File: config.mk
export PLATFORM = sky130hd
export DESIGN_NAME = rxcfg_top
export DESIGN_NICKNAME = d
export VERILOG_FILES = /design/src/rxcfg_pkg.sv /design/src/rxcfg_clkgen.sv /design/src/rxcfg_top.sv
export SDC_FILE = /design/constraint.sdc
export NUM_CORES = 1
export LEC_CHECK = 0
export BUFFER_PORTS_ARGS = -buffer_cell sky130_fd_sc_hd__buf_4
export CAP_MARGIN = 20
export CORE_MARGIN = 1
export CORE_UTILIZATION = 45
export CTS_CLUSTER_DIAMETER = 150
export DETAILED_ROUTE_END_ITERATION = 16
export PLACE_DENSITY = 0.73
export SYNTH_ARGS = -nofsm -noshare
export SYNTH_HDL_FRONTEND = slang
export SYNTH_SLANG_ARGS = --single-unit
File: constraint.sdc
create_clock -name aclk -period 2.2 [get_ports aclk]
set_clock_uncertainty 0.2 [all_clocks]
set_input_delay 0.11 -clock aclk [delete_from_list [all_inputs] [get_ports aclk]]
set_output_delay 0.11 -clock aclk [all_outputs]
set_load 0.005 [all_outputs]
File: src/rxcfg_pkg.sv
// What this block does
// - Rate select latch resets to 1 in every channel.
// - Rate 1, source 0: complementary clock from recovered clock, half rate.
// - Rate 0, source 0: complementary clock from recovered clock, full rate.
// - Rate 1, source 1, full-rate reference: clock follows reference, half rate.
// - Rate 0, source 1, full-rate reference: clock follows reference, full rate.
// - Source 1 with half-rate reference ignores rate; output half rate.
// - Two-bit primary detector threshold per channel, resets to binary 10.
// - Primary threshold 00 disables the primary analog detector.
// - Primary values 01, 10, 11 select 140, 280, 420 mV.
// - Two-bit secondary detector threshold per channel, resets to binary 10.
// - Secondary 00 disables detector; other codes match primary levels.
// - Encoder enable latch resets to 1; 1 keeps encoder active.
// - Encoder enable 0 sends raw 10-bit characters unencoded.
// - Source select resets to 1; 1 uses reference, 0 recovered clock.
package rxcfg_pkg;
   localparam int          RXCFG_NCH           = 4;
   localparam logic [11:0] RXCFG_CFG_OFFSET0   = 12'h000;
   localparam logic [11:0] RXCFG_STATUS_OFFSET = 12'h010;
   localparam logic [11:0] RXCFG_INFO_OFFSET   = 12'h014;
   localparam int          RXCFG_RATE_BIT      = 0;
   localparam int          RXCFG_SRC_BIT       = 1;
   localparam int          RXCFG_PRI_LSB       = 2;
   localparam int          RXCFG_SEC_LSB       = 4;
   localparam int          RXCFG_ENC_BIT       = 6;
   localparam int          RXCFG_REFHALF_BIT   = 7;
   localparam logic        RXCFG_RATE_RST      = 1'b1;
   localparam logic        RXCFG_SRC_RST       = 1'b1;
   localparam logic [1:0]  RXCFG_THR_RST       = 2'h2;
   localparam logic        RXCFG_ENC_RST       = 1'b1;
   localparam logic        RXCFG_REFHALF_RST   = 1'b0;
   localparam logic [1:0]  RXCFG_THR_OFF       = 2'h0;
   localparam logic [9:0]  RXCFG_MV_140        = 10'h08c;
   localparam logic [9:0]  RXCFG_MV_280        = 10'h118;
   localparam logic [9:0]  RXCFG_MV_420        = 10'h1a4;
   localparam logic [1:0]  RXCFG_RESP_OKAY     = 2'h0;
   localparam logic [1:0]  RXCFG_RESP_SLVERR   = 2'h2;

   typedef struct packed {
      logic       ref_half;
      logic       enc_enable;
      logic [1:0] sec_thr;
      logic [1:0] pri_thr;
      logic       src_sel;
      logic       rate_sel;
   } rxcfg_chan_t;

   typedef struct packed {
      logic       pri_det_en;
      logic [9:0] pri_mv;
      logic       sec_det_en;
      logic [9:0] sec_mv;
   } rxcfg_det_t;

   typedef enum logic [2:0] {
      RXCFG_CLK_FULL_REC = 3'b001,
      RXCFG_CLK_HALF     = 3'b010,
      RXCFG_CLK_FULL_REF = 3'b100
   } rxcfg_clkmode_t;
endpackage

File: src/rxcfg_clkgen.sv
`timescale 1ns/1ps
// One channel's receive clock generator. The selected source is sampled as an
// ordinary input; the output toggles on each source rising edge for half rate
// and follows the source level for full rate.
module rxcfg_clkgen
   import rxcfg_pkg::*;
(
   input  wire logic           aclk,
   input  wire logic           aresetn,
   input  wire rxcfg_chan_t    cfg,
   input  wire logic           recovered_clock,
   input  wire logic           reference_clock_in,
   output logic                rx_clock_output_p,
   output logic                rx_clock_output_n,
   output rxcfg_clkmode_t      mode
);
   logic src_now;
   logic src_prev_q;
   logic out_q;

   always_comb
   begin
      if (cfg.src_sel)
         src_now = reference_clock_in;
      else
         src_now = recovered_clock;
   end

   always_comb
   begin
      if (cfg.src_sel && cfg.ref_half)
         mode = RXCFG_CLK_HALF;
      else if (cfg.rate_sel)
         mode = RXCFG_CLK_HALF;
      else if (cfg.src_sel)
         mode = RXCFG_CLK_FULL_REF;
      else
         mode = RXCFG_CLK_FULL_REC;
   end

   always_ff @(posedge aclk)
   begin
      if (!aresetn)
         src_prev_q <= 1'b0;
      else
         src_prev_q <= src_now;
   end

   always_ff @(posedge aclk)
   begin
      if (!aresetn)
         out_q <= 1'b0;
      else
      begin
         case (mode)
            // Toggling from the output's own value keeps a mode change from
            // swallowing the first half-rate edge.
            RXCFG_CLK_HALF:     out_q <= (src_now && !src_prev_q) ? ~out_q : out_q;
            RXCFG_CLK_FULL_REC: out_q <= src_now;
            RXCFG_CLK_FULL_REF: out_q <= src_now;
            default:            out_q <= 1'b0;
         endcase
      end
   end

   // Complement is built from the same flop so the pair never skews apart.
   assign rx_clock_output_p = out_q;
   assign rx_clock_output_n = ~out_q;

   AST_HALF_TOGGLES: assert property (@(posedge aclk) disable iff (!aresetn)
      (mode == RXCFG_CLK_HALF && src_now && !src_prev_q)
      |=> (out_q != $past(out_q)))
      else $error("half rate output did not toggle on source edge");
   AST_FULL_FOLLOWS: assert property (@(posedge aclk) disable iff (!aresetn)
      (mode == RXCFG_CLK_FULL_REC) |=> (out_q == $past(src_now)))
      else $error("full rate output does not follow source");
   AST_REFHALF_IGNORES_RATE: assert property (@(posedge aclk) disable iff (!aresetn)
      (cfg.src_sel && cfg.ref_half) |-> (mode == RXCFG_CLK_HALF))
      else $error("half rate reference did not force half rate");
endmodule // rxcfg_clkgen

File: src/rxcfg_top.sv
// Decided for this implementation: the AXI4-Lite slave port and the register offsets.
`timescale 1ns/1ps
// Per-channel configuration latches behind an AXI4-Lite slave. Channel n's
// latches sit at byte offset 4*n; a status word reports the resolved clock
// mode and detector enables.
module rxcfg_top
   import rxcfg_pkg::*;
#(
   parameter int NCH = RXCFG_NCH
)
(
   input  wire logic              aclk,
   input  wire logic              aresetn,
   input  wire logic [11:0]       s_axil_awaddr,
   input  wire logic              s_axil_awvalid,
   output logic                   s_axil_awready,
   input  wire logic [31:0]       s_axil_wdata,
   input  wire logic [3:0]        s_axil_wstrb,
   input  wire logic              s_axil_wvalid,
   output logic                   s_axil_wready,
   output logic [1:0]             s_axil_bresp,
   output logic                   s_axil_bvalid,
   input  wire logic              s_axil_bready,
   input  wire logic [11:0]       s_axil_araddr,
   input  wire logic              s_axil_arvalid,
   output logic                   s_axil_arready,
   output logic [31:0]            s_axil_rdata,
   output logic [1:0]             s_axil_rresp,
   output logic                   s_axil_rvalid,
   input  wire logic              s_axil_rready,
   input  wire logic [NCH-1:0]    recovered_clock,
   input  wire logic [NCH-1:0]    reference_clock_in,
   output logic [NCH-1:0]         rx_clock_output_p,
   output logic [NCH-1:0]         rx_clock_output_n,
   output rxcfg_det_t [NCH-1:0]   detect_cfg,
   output logic [NCH-1:0]         transmit_encoder_enable,
   output logic [NCH-1:0]         encoder_bypass_raw10
);
   rxcfg_chan_t    cfg_q [NCH];
   rxcfg_clkmode_t mode [NCH];
   rxcfg_det_t     det_q [NCH];

   logic        aw_held_q;
   logic [11:0] awaddr_q;
   logic        w_held_q;
   logic [31:0] wdata_q;
   logic [3:0]  wstrb_q;
   logic        do_write;
   logic        wr_hit;
   logic [31:0] rd_word;
   logic        rd_hit;

   // Returns the channel index for a channel window address, or NCH if none.
   function automatic int chan_of(input logic [11:0] addr);
      int idx;
      idx = NCH;
      for (int i = 0; i < NCH; i++)
      begin
         if (addr == RXCFG_CFG_OFFSET0 + 12'(4 * i))
            idx = i;
      end
      return idx;
   endfunction

   function automatic logic [9:0] thr_mv(input logic [1:0] code);
      logic [9:0] mv;
      mv = 10'h000;
      case (code)
         2'h1:    mv = RXCFG_MV_140;
         2'h2:    mv = RXCFG_MV_280;
         2'h3:    mv = RXCFG_MV_420;
         default: mv = 10'h000;
      endcase
      return mv;
   endfunction

   // Address and data are held independently so either may arrive first.
   assign s_axil_awready = !aw_held_q && !s_axil_bvalid;
   assign s_axil_wready  = !w_held_q && !s_axil_bvalid;
   assign do_write       = aw_held_q && w_held_q && !s_axil_bvalid;
   assign wr_hit         = chan_of(awaddr_q) < NCH;

   always_ff @(posedge aclk)
   begin
      if (!aresetn)
      begin
         aw_held_q <= 1'b0;
         awaddr_q  <= 12'h000;
      end
      else if (s_axil_awvalid && s_axil_awready)
      begin
         aw_held_q <= 1'b1;
         awaddr_q  <= s_axil_awaddr;
      end
      else if (do_write)
         aw_held_q <= 1'b0;
   end

   always_ff @(posedge aclk)
   begin
      if (!aresetn)
      begin
         w_held_q <= 1'b0;
         wdata_q  <= 32'h0000_0000;
         wstrb_q  <= 4'h0;
      end
      else if (s_axil_wvalid && s_axil_wready)
      begin
         w_held_q <= 1'b1;
         wdata_q  <= s_axil_wdata;
         wstrb_q  <= s_axil_wstrb;
      end
      else if (do_write)
         w_held_q <= 1'b0;
   end

   always_ff @(posedge aclk)
   begin
      if (!aresetn)
      begin
         s_axil_bvalid <= 1'b0;
         s_axil_bresp  <= RXCFG_RESP_OKAY;
      end
      else if (do_write)
      begin
         s_axil_bvalid <= 1'b1;
         s_axil_bresp  <= wr_hit ? RXCFG_RESP_OKAY : RXCFG_RESP_SLVERR;
      end
      else if (s_axil_bready)
         s_axil_bvalid <= 1'b0;
   end

   genvar g;
   generate
      for (g = 0; g < NCH; g++)
      begin : g_chan
         // Only byte lane 0 carries fields; other lanes are ignored.
         always_ff @(posedge aclk)
         begin
            if (!aresetn)
            begin
               cfg_q[g].rate_sel   <= RXCFG_RATE_RST;
               cfg_q[g].src_sel    <= RXCFG_SRC_RST;
               cfg_q[g].pri_thr    <= RXCFG_THR_RST;
               cfg_q[g].sec_thr    <= RXCFG_THR_RST;
               cfg_q[g].enc_enable <= RXCFG_ENC_RST;
               cfg_q[g].ref_half   <= RXCFG_REFHALF_RST;
            end
            else if (do_write && wstrb_q[0] && chan_of(awaddr_q) == g)
            begin
               cfg_q[g].rate_sel   <= wdata_q[RXCFG_RATE_BIT];
               cfg_q[g].src_sel    <= wdata_q[RXCFG_SRC_BIT];
               cfg_q[g].pri_thr    <= wdata_q[RXCFG_PRI_LSB +: 2];
               cfg_q[g].sec_thr    <= wdata_q[RXCFG_SEC_LSB +: 2];
               cfg_q[g].enc_enable <= wdata_q[RXCFG_ENC_BIT];
               cfg_q[g].ref_half   <= wdata_q[RXCFG_REFHALF_BIT];
            end
         end

         always_ff @(posedge aclk)
         begin
            if (!aresetn)
               det_q[g] <= '0;
            else
            begin
               det_q[g].pri_det_en <= cfg_q[g].pri_thr != RXCFG_THR_OFF;
               det_q[g].pri_mv     <= thr_mv(cfg_q[g].pri_thr);
               det_q[g].sec_det_en <= cfg_q[g].sec_thr != RXCFG_THR_OFF;
               det_q[g].sec_mv     <= thr_mv(cfg_q[g].sec_thr);
            end
         end

         assign detect_cfg[g]              = det_q[g];
         assign transmit_encoder_enable[g] = cfg_q[g].enc_enable;
         assign encoder_bypass_raw10[g]    = !cfg_q[g].enc_enable;

         rxcfg_clkgen u_clkgen (
            .aclk               (aclk),
            .aresetn            (aresetn),
            .cfg                (cfg_q[g]),
            .recovered_clock    (recovered_clock[g]),
            .reference_clock_in (reference_clock_in[g]),
            .rx_clock_output_p  (rx_clock_output_p[g]),
            .rx_clock_output_n  (rx_clock_output_n[g]),
            .mode               (mode[g])
         );

         AST_DET_OFF: assert property (@(posedge aclk) disable iff (!aresetn)
            (cfg_q[g].pri_thr == RXCFG_THR_OFF) |=> !det_q[g].pri_det_en)
            else $error("primary detector not disabled by code 00");
         AST_DET_MV: assert property (@(posedge aclk) disable iff (!aresetn)
            (cfg_q[g].pri_thr == 2'h3) |=> (det_q[g].pri_mv == RXCFG_MV_420))
            else $error("primary threshold 11 not 420 mV");
         AST_SEC_MV: assert property (@(posedge aclk) disable iff (!aresetn)
            (cfg_q[g].sec_thr == 2'h1) |=> (det_q[g].sec_mv == RXCFG_MV_140))
            else $error("secondary threshold 01 not 140 mV");
         AST_RESET_VALUES: assert property (@(posedge aclk)
            !aresetn |=> (cfg_q[g].rate_sel && cfg_q[g].src_sel
                          && cfg_q[g].pri_thr == 2'h2 && cfg_q[g].sec_thr == 2'h2
                          && cfg_q[g].enc_enable))
            else $error("latch reset values wrong");
         AST_ENC_RAW: assert property (@(posedge aclk) disable iff (!aresetn)
            encoder_bypass_raw10[g] != transmit_encoder_enable[g])
            else $error("encoder bypass and enable disagree");
         AST_OTHER_CHAN: assert property (@(posedge aclk) disable iff (!aresetn)
            (do_write && chan_of(awaddr_q) != g) |=> $stable(cfg_q[g]))
            else $error("write disturbed another channel");
      end
   endgenerate

   always_comb
   begin
      rd_word = 32'h0000_0000;
      rd_hit  = 1'b1;
      if (chan_of(s_axil_araddr) < NCH)
         rd_word = {24'h000000, cfg_q[chan_of(s_axil_araddr)]};
      else if (s_axil_araddr == RXCFG_STATUS_OFFSET)
      begin
         for (int i = 0; i < NCH; i++)
         begin
            rd_word[i*5 +: 3] = mode[i];
            rd_word[i*5 + 3]  = det_q[i].pri_det_en;
            rd_word[i*5 + 4]  = det_q[i].sec_det_en;
         end
      end
      else if (s_axil_araddr == RXCFG_INFO_OFFSET)
         rd_word = 32'(NCH);
      else
         rd_hit = 1'b0;
   end

   assign s_axil_arready = !s_axil_rvalid;

   always_ff @(posedge aclk)
   begin
      if (!aresetn)
      begin
         s_axil_rvalid <= 1'b0;
         s_axil_rdata  <= 32'h0000_0000;
         s_axil_rresp  <= RXCFG_RESP_OKAY;
      end
      else if (s_axil_arvalid && s_axil_arready)
      begin
         s_axil_rvalid <= 1'b1;
         s_axil_rdata  <= rd_word;
         s_axil_rresp  <= rd_hit ? RXCFG_RESP_OKAY : RXCFG_RESP_SLVERR;
      end
      else if (s_axil_rready)
         s_axil_rvalid <= 1'b0;
   end

   AST_WRITE_RESP: assert property (@(posedge aclk) disable iff (!aresetn)
      do_write |=> s_axil_bvalid)
      else $error("write response missing");
endmodule // rxcfg_top

=== Yosys cells after proc, flatten, opt, wreduce, memory -nomap -nowiden ===
Memory sizes are Yosys's and may differ from the RTL's.
Index checks and enable logic that the tools add are counted.

* Flip-flop bits (word level): 69
* RAM bits: 120
* Input bits: 75
* Logic and storage cells: 288
* Memories kept: 2

{| class="wikitable"
|+ Memories
! memory !! depth !! width !! rd ports !! clocked after Yosys merged registers in !! wr ports !! RTL line !! source
|-
| det_q || 4 || 22 || 4 || 0 || 4 || rxcfg_top.sv:41 || <nowiki>rxcfg_det_t det_q [NCH];</nowiki>
|-
| cfg_q || 4 || 8 || 5 || 0 || 4 || rxcfg_top.sv:39 || <nowiki>rxcfg_chan_t cfg_q [NCH];</nowiki>
|}

* Magnitude comparators: 2
* Equal/unequal tests: 51
* Mux-type cells: 120
* Bitwise logic cells: 44
* Reduce and logical (&&, ||, !) cells: 51

{| class="wikitable"
|+ Operator list
! cell !! number
|-
| $mux W32 || 8
|-
| $pmux W9 S3 || 8
|-
| $mux W10 || 16
|-
| $eq A32 B3 Y1 const B || 2
|-
| $lt A32 B4 Y1 const B || 2
|-
| $mux W1 || 56
|-
| $eq A12 B4 Y1 const B || 4
|-
| $mux W3 || 15
|-
| $or A1 B1 Y1 || 40
|-
| $eq A2 B2 Y1 const B || 16
|-
| $eq A32 B2 Y1 const B || 1
|-
| $logic_not A32 Y1 || 1
|-
| $eq A12 B3 Y1 const B || 2
|-
| $eq A12 B5 Y1 const B || 2
|-
| $logic_not A12 Y1 || 2
|-
| $reduce_bool A2 Y1 || 12
|-
| $mux W2 || 11
|-
| $logic_and A1 B1 Y1 || 20
|-
| $mux W20 || 1
|-
| $eq A2 B1 Y1 const B || 8
|-
| $eq A3 B1 Y1 const B || 4
|-
| $eq A3 B2 Y1 const B || 4
|-
| $eq A3 B3 Y1 const B || 4
|-
| $logic_not A1 Y1 || 12
|-
| 5 further kinds || 17
|}

=== Longest topological paths before layout ===
Gate-level depths: netlist (run 1).

* Depth after elaboration: 12
* Mapped depth: 5

=== Hierarchy ===
From an unflattened synthesis (run 1), not the netlist that was laid out.

* Cells, all modules: 584
* Area total of the unflattened synthesis: 6,168.4 um2

{| class="wikitable"
|+ By module, submodules not included
! module !! times used !! cells an instance !! area each (um2) !! sequential area each (um2)
|-
| rxcfg_top || 1 || 536 || 5,723.0 || 2,862.7
|-
| rxcfg_clkgen || 4 || 12 || 111.4 || 40.0
|}

=== Worst setup path before layout (run 1) ===
No wires, ideal clock.

* Kind: register -> register
* Start: reg awaddr_q[8]
* End: mem cfg_q[1][0] (netlist name), enable pin
* Data arrival time: 1.814 ns
* Slack: -0.198 ns
* Stages on the path, launching flop included: 5
* Buffers on the path: 0
* Path through: dfxtp_1 > nor4_1 > nand4_1 > or2_2 > o21ai_0

{| class="wikitable"
|+ RTL lines
! item !! RTL line !! source
|-
| from (decl) || rxcfg_top.sv:44 || <nowiki>logic [11:0] awaddr_q;</nowiki>
|-
| from (signal assigned) || rxcfg_top.sv:93 || <nowiki>awaddr_q <= s_axil_awaddr;</nowiki>
|-
| to (decl) || rxcfg_top.sv:39 ||
|}

=== Worst setup path after layout (run 1) ===
* Start: in s_axil_araddr[10]
* End: reg s_axil_rresp[1]

* Word-level cells in the longest chain between the ends: 8
* Elaborated cells on any way between the ends: 15

{| class="wikitable"
|+ RTL lines
! item !! RTL line !! source
|-
| from (decl) || rxcfg_top.sv:24 || <nowiki>input wire logic [11:0] s_axil_araddr,</nowiki>
|-
| $logic_not A12 Y1 || -- ||
|-
| $mux W3 || rxcfg_top.sv:59 || <nowiki>if (addr == RXCFG_CFG_OFFSET0 + 12'(4 * i))</nowiki>
|-
| $mux W32 (3 in series) || rxcfg_top.sv:59 ||
|-
| $lt A32 B4 Y1 || rxcfg_top.sv:215 || <nowiki>if (chan_of(s_axil_araddr) < NCH)</nowiki>
|-
| $mux W1 (*) || rxcfg_top.sv:215 ||
|-
| $mux W2 (*) || rxcfg_top.sv:246 || <nowiki>s_axil_rresp <= rd_hit ? RXCFG_RESP_OKAY : RXCFG_RESP_SLVERR;</nowiki>
|-
| to (signal assigned) || rxcfg_top.sv:246 ||
|-
| to (decl) || rxcfg_top.sv:28 || <nowiki>output logic [1:0] s_axil_rresp,</nowiki>
|}

Mark *: on every way between the ends. The rest lies on a longest branch, timed or not.
A chain may end at the register's enable or synchronous reset.

==> out/qor.yml, run 1 <==
cp_max_fo: 4
place_area_um2: 7090
hold_viol: 1
reg2reg_from: "awaddr_q[8]$_SDFFE_PN0P_"
firstDrtPassIters: 4
grt_usage_pct: 19.7
period_needed_ps: 2120
powerDensity_nw_per_um2: 730
cts_tree: "done"
critical_path_arrival_ps: 2210
min_from: "s_axil_araddr[6]"
fin_nets: 885
crit_required_ps: 2290
grt_setup_unrepaired: "no"
power.total_mw: 5.92
grt_max_degree: 89
synth_ff_type: "dfxtp_1"
ys_seq_elements: 135
initialDrtViolationCount: 307
syn-instance-count: 592
wirelength_um: 13400
worstSkewPairLatency_ps: 410
clockBufferDepth: 2
slew_headroom_pct: 50.0
portBuffers: 146
grt_antenna_before_repair: 0
cts_root_buf: "clkbuf_16"
tightest_slew_ps: 751
vias: 4577
first_global_vias: 4539
vias_per_cell: 4.76
fin_util_pct: 61.5
critPathCaptureType: "register"
gp_congestion: 0.776
status: "complete, but fails checks"
final_cell_mix: "buf_4 (163), dfxtp_1 (103), nand2_1 (79), conb_1 (46), dlygate4sd3_1 (43)"
place_inst: 888
design_area_um2: 8110
stdcell_count: 962
hold_class: "primary input to register"
nFillCells: 1073
finalCritPeriodShare_pct: 96.5
synth.cell_area_um2: 6080
seq_area_frac_synth_pct: 49.7
grt_pass1_wl_um: 21700
synth.distinct_cells: 47
overflow: 0
htree_levels: 4
start_util_pct: 46.1
holdPathStages: 5
syn_avg_cell_area_um2: 10.3
final_layout_size_suffix_gt1_share_pct: 27.0
cts_buffers: 17
drc: 0
path_class: "primary input to register"
dieArea_um2: 14000
syn_to_final_growth_pct: 33.3
cts_sinks: 135
die_w_um: 118
wl_per_cell_um: 13.9
rows: 42
hpwl_um: 9350
max_cap_violations: 0
maxSlewViolCount: 0
diodes: 0
worstSetupStartpointType: "primary input"
leakagePower_nw: 3.64
core_area_um2: 13200
reg2reg_to: "cfg_q[3][2]$_SDFFCE_PN0P_"
holdWs_ps: -32.0
synth_edf_count: 32
clk_pin_slew_worst_paths_ps: 50
violations: "hold timing"
ioPinCount: 220
final_common_cell: "buf_4"
reg2reg_slack_ps: 90
peakVddDrop_v: 0.000575
fin_setup_tns_ps: 0
yosysWarnings: 0
dp_slack_ps: 7.19
reg2reg_depth: 5
setup_slack_ps: 76.8
ant_nets: 0
setup_viol: 0
min_to: "s_axil_rdata[7]$_SDFFE_PN0P_"
async_flop_share_pct: 0
fmax_mhz: 471
chipHeight_um: 118
==> what timing repair did <==
action	CTS	global route
gates resized for setup	1	2
hold endpoints to repair	36	0
setup endpoints to repair	5	31
hold buffers	44	0
pin swaps	0	1
buffers inserted	0	2
==> cell families after synthesis <==
kind of cell	share of synthesized area, %
and+or+nand+nor	17.5
DFF	49.7
buffers and inverters	11.5
AOI/OAI and AO/OA	10.9
adders and majority gates	7.00
muxes	3.25
other	0.0617
==> power breakdown <==
group | leakage (nW) | total [mW] | internal (mW) | switching [mW]
Sequential | 1.11 | 2.71 | 2.64 | 0.0666
Combinational | 2.26 | 0.564 | 0.306 | 0.257
Clock | 0.271 | 2.65 | 1.69 | 0.961
Total | 3.64 | 5.92 | 4.63 | 1.29
==> cell usage after synthesis, types with 2 or more instances <==
cell type | n | area share (%)
inv_1 | 30 | 1.9
a21boi_0 | 29 | 3.6
mux2i_1 | 4 | 0.66
buf_4 | 67 | 8.3
mux4_2 | 7 | 2.6
nor2b_1 | 23 | 2.4
or4_4 | 2 | 0.37
a221oi_1 | 3 | 0.43
o31ai_1 | 2 | 0.25
nand2_1 | 79 | 4.9
nor4_4 | 2 | 0.70
a21oi_1 | 7 | 0.58
nor3_1 | 10 | 0.82
and2_1 | 26 | 2.7
ha_1 | 34 | 7.0
and3_1 | 10 | 1.0
dfxtp_1 | 103 | 34
a22oi_1 | 3 | 0.37
buf_6 | 2 | 0.37
o21ai_0 | 14 | 1.2
o21a_1 | 8 | 0.99
nand2b_1 | 8 | 0.82
or2_2 | 9 | 0.93
nand3_1 | 14 | 1.2
a31oi_1 | 2 | 0.21
nor2_1 | 10 | 0.62
a21o_1 | 4 | 0.49
nor3b_1 | 2 | 0.25
edfxtp_1 | 32 | 16
nor4_1 | 2 | 0.21
a21boi_1 | 10 | 1.2
o211ai_1 | 4 | 0.49
clkbuf_1 | 16 | 0.99
==> area by class of cell <==
| class | count | area (um^2) | share of cell area, % |
|---|---|---|---|
| clock buffers | 26 | 510 | 6.30 |
| multi-input cells | 386 | 2550 | 31.4 |
| repair buffers | 206 | 1650 | 20.4 |
| inverters | 30 | 113 | 1.39 |
| clock inverters | 3 | 40.0 | 0.494 |
| well taps | 176 | 220 | 2.72 |
| flip-flops and latches | 135 | 3020 | 37.3 |
==> flip-flops by register name, summed over array words and instances, names as in the netlist <==
| register | flops |
|---|---|
| det_q | 48 |
| cfg_q | 32 |
| s_axil_rdata | 20 |
| awaddr_q | 12 |
| wdata_q | 8 |
| g_chan.u_clkgen.rx_clock_output_p | 4 |
| g_chan.u_clkgen.src_prev_q | 4 |
| aw_held_q | 1 |
| s_axil_bresp | 1 |
| s_axil_bvalid | 1 |
| s_axil_rresp | 1 |
| s_axil_rvalid | 1 |
| w_held_q | 1 |
| wstrb_q | 1 |
==> per-layer routing <==
| metal | GRT usage, % | vias to the layer above | share of wire, % | wire (um) |
|---|---|---|---|---|
| li1 | - | 2259 | - | - |
| met1 | 23.4 | 2133 | 42 | 5660 |
| met2 | 34.9 | 174 | 51 | 6760 |
| met3 | 4.10 | 11 | 6.0 | 798 |
| met4 | 7.13 | 0 | 1.1 | 147 |
| met5 | 0 | - | 0 | 0 |
==> critical path, stage by stage <==
cell and delay, ps:
dlygate4sd3_1 540, buf_4 130, or4_4 470, nor3_1 300, dlygate4sd3_1 610, a21oi_1 60
==> worst max path at each step <==
stage                                    startpoint                            to  slack (ps)  cells after the start
after global placement     awaddr_q[8]$_SDFFE_PN0P_     cfg_q[3][3]$_SDFFCE_PN1P_          50                      5
after detailed placement   awaddr_q[8]$_SDFFE_PN0P_     cfg_q[3][3]$_SDFFCE_PN1P_           7                      5
final                             s_axil_araddr[10]  s_axil_rresp[1]$_SDFFE_PN0P_          80                      6
after global routing      awaddr_q[11]$_SDFFE_PN0P_     cfg_q[3][5]$_SDFFCE_PN1P_           6                      5
after floorplan            awaddr_q[8]$_SDFFE_PN0P_     cfg_q[1][0]$_SDFFCE_PN1P_        -200                      4
after CTS                         s_axil_araddr[10]  s_axil_rdata[7]$_SDFFE_PN0P_          30                      7
(Power assumes the default switching activity.)
==> run 2: changes to the inputs <==
--- a/config.mk
+++ b/config.mk
@@ -12,6 +12,7 @@
 export CTS_CLUSTER_DIAMETER = 150
 export DETAILED_ROUTE_END_ITERATION = 16
 export PLACE_DENSITY = 0.73
+export SETUP_SLACK_MARGIN = 0.15
 export SYNTH_ARGS = -nofsm -noshare
 export SYNTH_HDL_FRONTEND = slang
 export SYNTH_SLANG_ARGS = --single-unit
==> run 2 against run 1 <==
Compared with the run above: the flow still finishes with violations (hold timing); sequential share of layout area decreased by 0.20 points; routed wire length grew 3.1%; final cell count increased by 0.42%; utilization rose by 0.33 points; first-iteration DRC count down 37%; clock power hardly changed; total power about the same; combinational power is 2% higher; worst setup slack improved by 160 ps; fmax increased by 7.9%; critical path type is now register to register; critical endpoint unchanged; highest routed layer unchanged.
==> out/qor.yml, run 2 (same netlist as run 1, synthesis figures left out) <==
start_util_pct: 46.1
top_register: "det_q"
holdWs_ps: -1.28
critPathMaxStageDelay_ps: 570
place_area_um2: 7120
overflow: 0
p_sw_share_pct: 22.5
initialDrtViolationCount: 194
violations: "hold timing"
ant_nets: 0
firstDrtPassIters: 5
period_needed_ps: 1970
syn_to_final_growth_pct: 34.0
cts_tree: "done"
design_area_um2: 8150
peakVddDrop_v: 0.000524
clockBufferDepth: 2
finalCritPeriodShare_pct: 89.4
wl_per_cell_um: 14.3
diodes: 0
nFillCells: 1098
post_cts_buffers: 0
fin_nets: 886
largest_reg_flops: 48
rows: 42
crit_top_cell: "a21oi_1"
drc: 0
clkPwrFrac_pct: 44.6
portBuffers: 146
crit_chain: "nand2b_2, buf_4, a21oi_1, a21oi_1, dlygate4sd3_1"
p_sw_mw: 1.33
clk_pin_slew_worst_paths_ps: 50
htree_levels: 4
grt_max_degree: 89
max_cap_violations: 0
cp_max_fo: 18
path_class: "register to register"
cts_buffers: 17
critPathCaptureType: "register"
slew_headroom_pct: 46.6
hold_viol: 1
slowest_stage: "dlygate4sd3_1"
comb_power_share_pct: 9.7
final_layout_size_suffix_gt1_share_pct: 28.6
worstSetupStartpointType: "register"
status: "complete, but fails checks"
maxSlewViolCount: 0
cts_sinks: 135
critical_path_arrival_ps: 2050
crit_required_ps: 2280
grt_pass1_wl_um: 22100
ioPinCount: 220
setup_viol: 0
p_int_mw: 4.59
regArea_um2: 3020
vias: 4613
powerDensity_nw_per_um2: 727
grt_usage_pct: 20.0
pwr-share-seq_pct: 45.7
vias_per_cell: 4.78
dieArea_um2: 14000
tightest_slew_ps: 801
fin_setup_tns_ps: 0
cts_root_buf: "clkbuf_16"
fmax_mhz: 508
largest_registers: "det_q x48, cfg_q x32, s_axil_rdata x20"
chipHeight_um: 118
leakagePower_nw: 3.66
gp_congestion: 0.808
final_cell_mix: "buf_4 (164), dfxtp_1 (103), nand2_1 (79), conb_1 (46), dlygate4sd3_1 (43)"
final_common_cell: "buf_4"
die_w_um: 118
hpwl_um: 9540
multi_input_area_um2: 2570
wirelength_um: 13800
worstSkewPairLatency_ps: 400
grt_setup_unrepaired: "no"
first_global_vias: 4640
core_area_um2: 13200
hold_class: "primary input to register"
grt_antenna_before_repair: 0
==> run 2: area by class of cell <==
type | count | share of cell area, %
clock buffers | 24 | 6.42
clock inverters | 8 | 0.522
inverters | 30 | 1.38
multi-input cells | 386 | 31.5
flip-flops and latches | 135 | 37.1
well taps | 176 | 2.70
repair buffers | 207 | 20.4
==> run 2: repair_timing <==
action                                 4_1_cts  5_1_grt
hold buffers                                43        0
pin swaps                                    0        1
setup endpoints to repair                   21       16
gates resized for setup                      4        4
endpoints found under the hold margin       37        0
==> run 2: critical path, delay by kind of cell, from the launching register on <==
family	cells	cell delay (ps)
compound gates	2	230
buf+inv	2	810
flops	1	350
simple gates	1	260
==> run 2: per-stage QoR <==
step / worst slack [ps] / utilization [%] / total power [mW] / instances
final: 232 / 61.8 / 5.92 / 966
after global routing: 154 / 61.8 / 6.12 / 966
after CTS: 164 / 61.7 / 5.95 / 966
after detailed placement: 43.8 / 54.0 / 3.26 / 891
after global placement: 104 / 54.0 / 3.24 / 891
after floorplan: 16.5 / - / 3.07 / 637
==> run 2: worst paths after layout <==
kind | startpoint | to | slack (ps) | cells past startpoint
worst max-delay path | s_axil_rvalid$_SDFFE_PN0P_ | s_axil_rresp[1]$_SDFFE_PN0P_ | 230 | 5
worst min-delay path | s_axil_wvalid | wdata_q[7]$_SDFFE_PN0P_ | -1 | 4
worst max register to register | s_axil_rvalid$_SDFFE_PN0P_ | s_axil_rresp[1]$_SDFFE_PN0P_ | 230 | 5
worst min register to register | s_axil_rdata[14]$_SDFFE_PN0P_ | s_axil_rdata[14]$_SDFFE_PN0P_ | 260 | 2
==> run 2: layer usage <==
layer | vias up | global-route usage [%] | routed length (um)
met4 | 0 | 9.13 | 252
met2 | 163 | 35.7 | 7240
li1 | 2256 | - | -
met1 | 2177 | 22.6 | 5560
met3 | 17 | 4.73 | 746
met5 | - | 0 | 0
==> run 2: power by group through the flow <==
| stage | combinational, mW | clock, mW | sequential (mW) |
|---|---|---|---|
| floorplan | 0.330 | 0 | 2.74 |
| global placement | 0.488 | 0 | 2.75 |
| detailed placement | 0.502 | 0 | 2.75 |
| CTS | 0.571 | 2.68 | 2.70 |
| global route | 0.631 | 2.78 | 2.72 |
| finish | 0.575 | 2.64 | 2.70 |
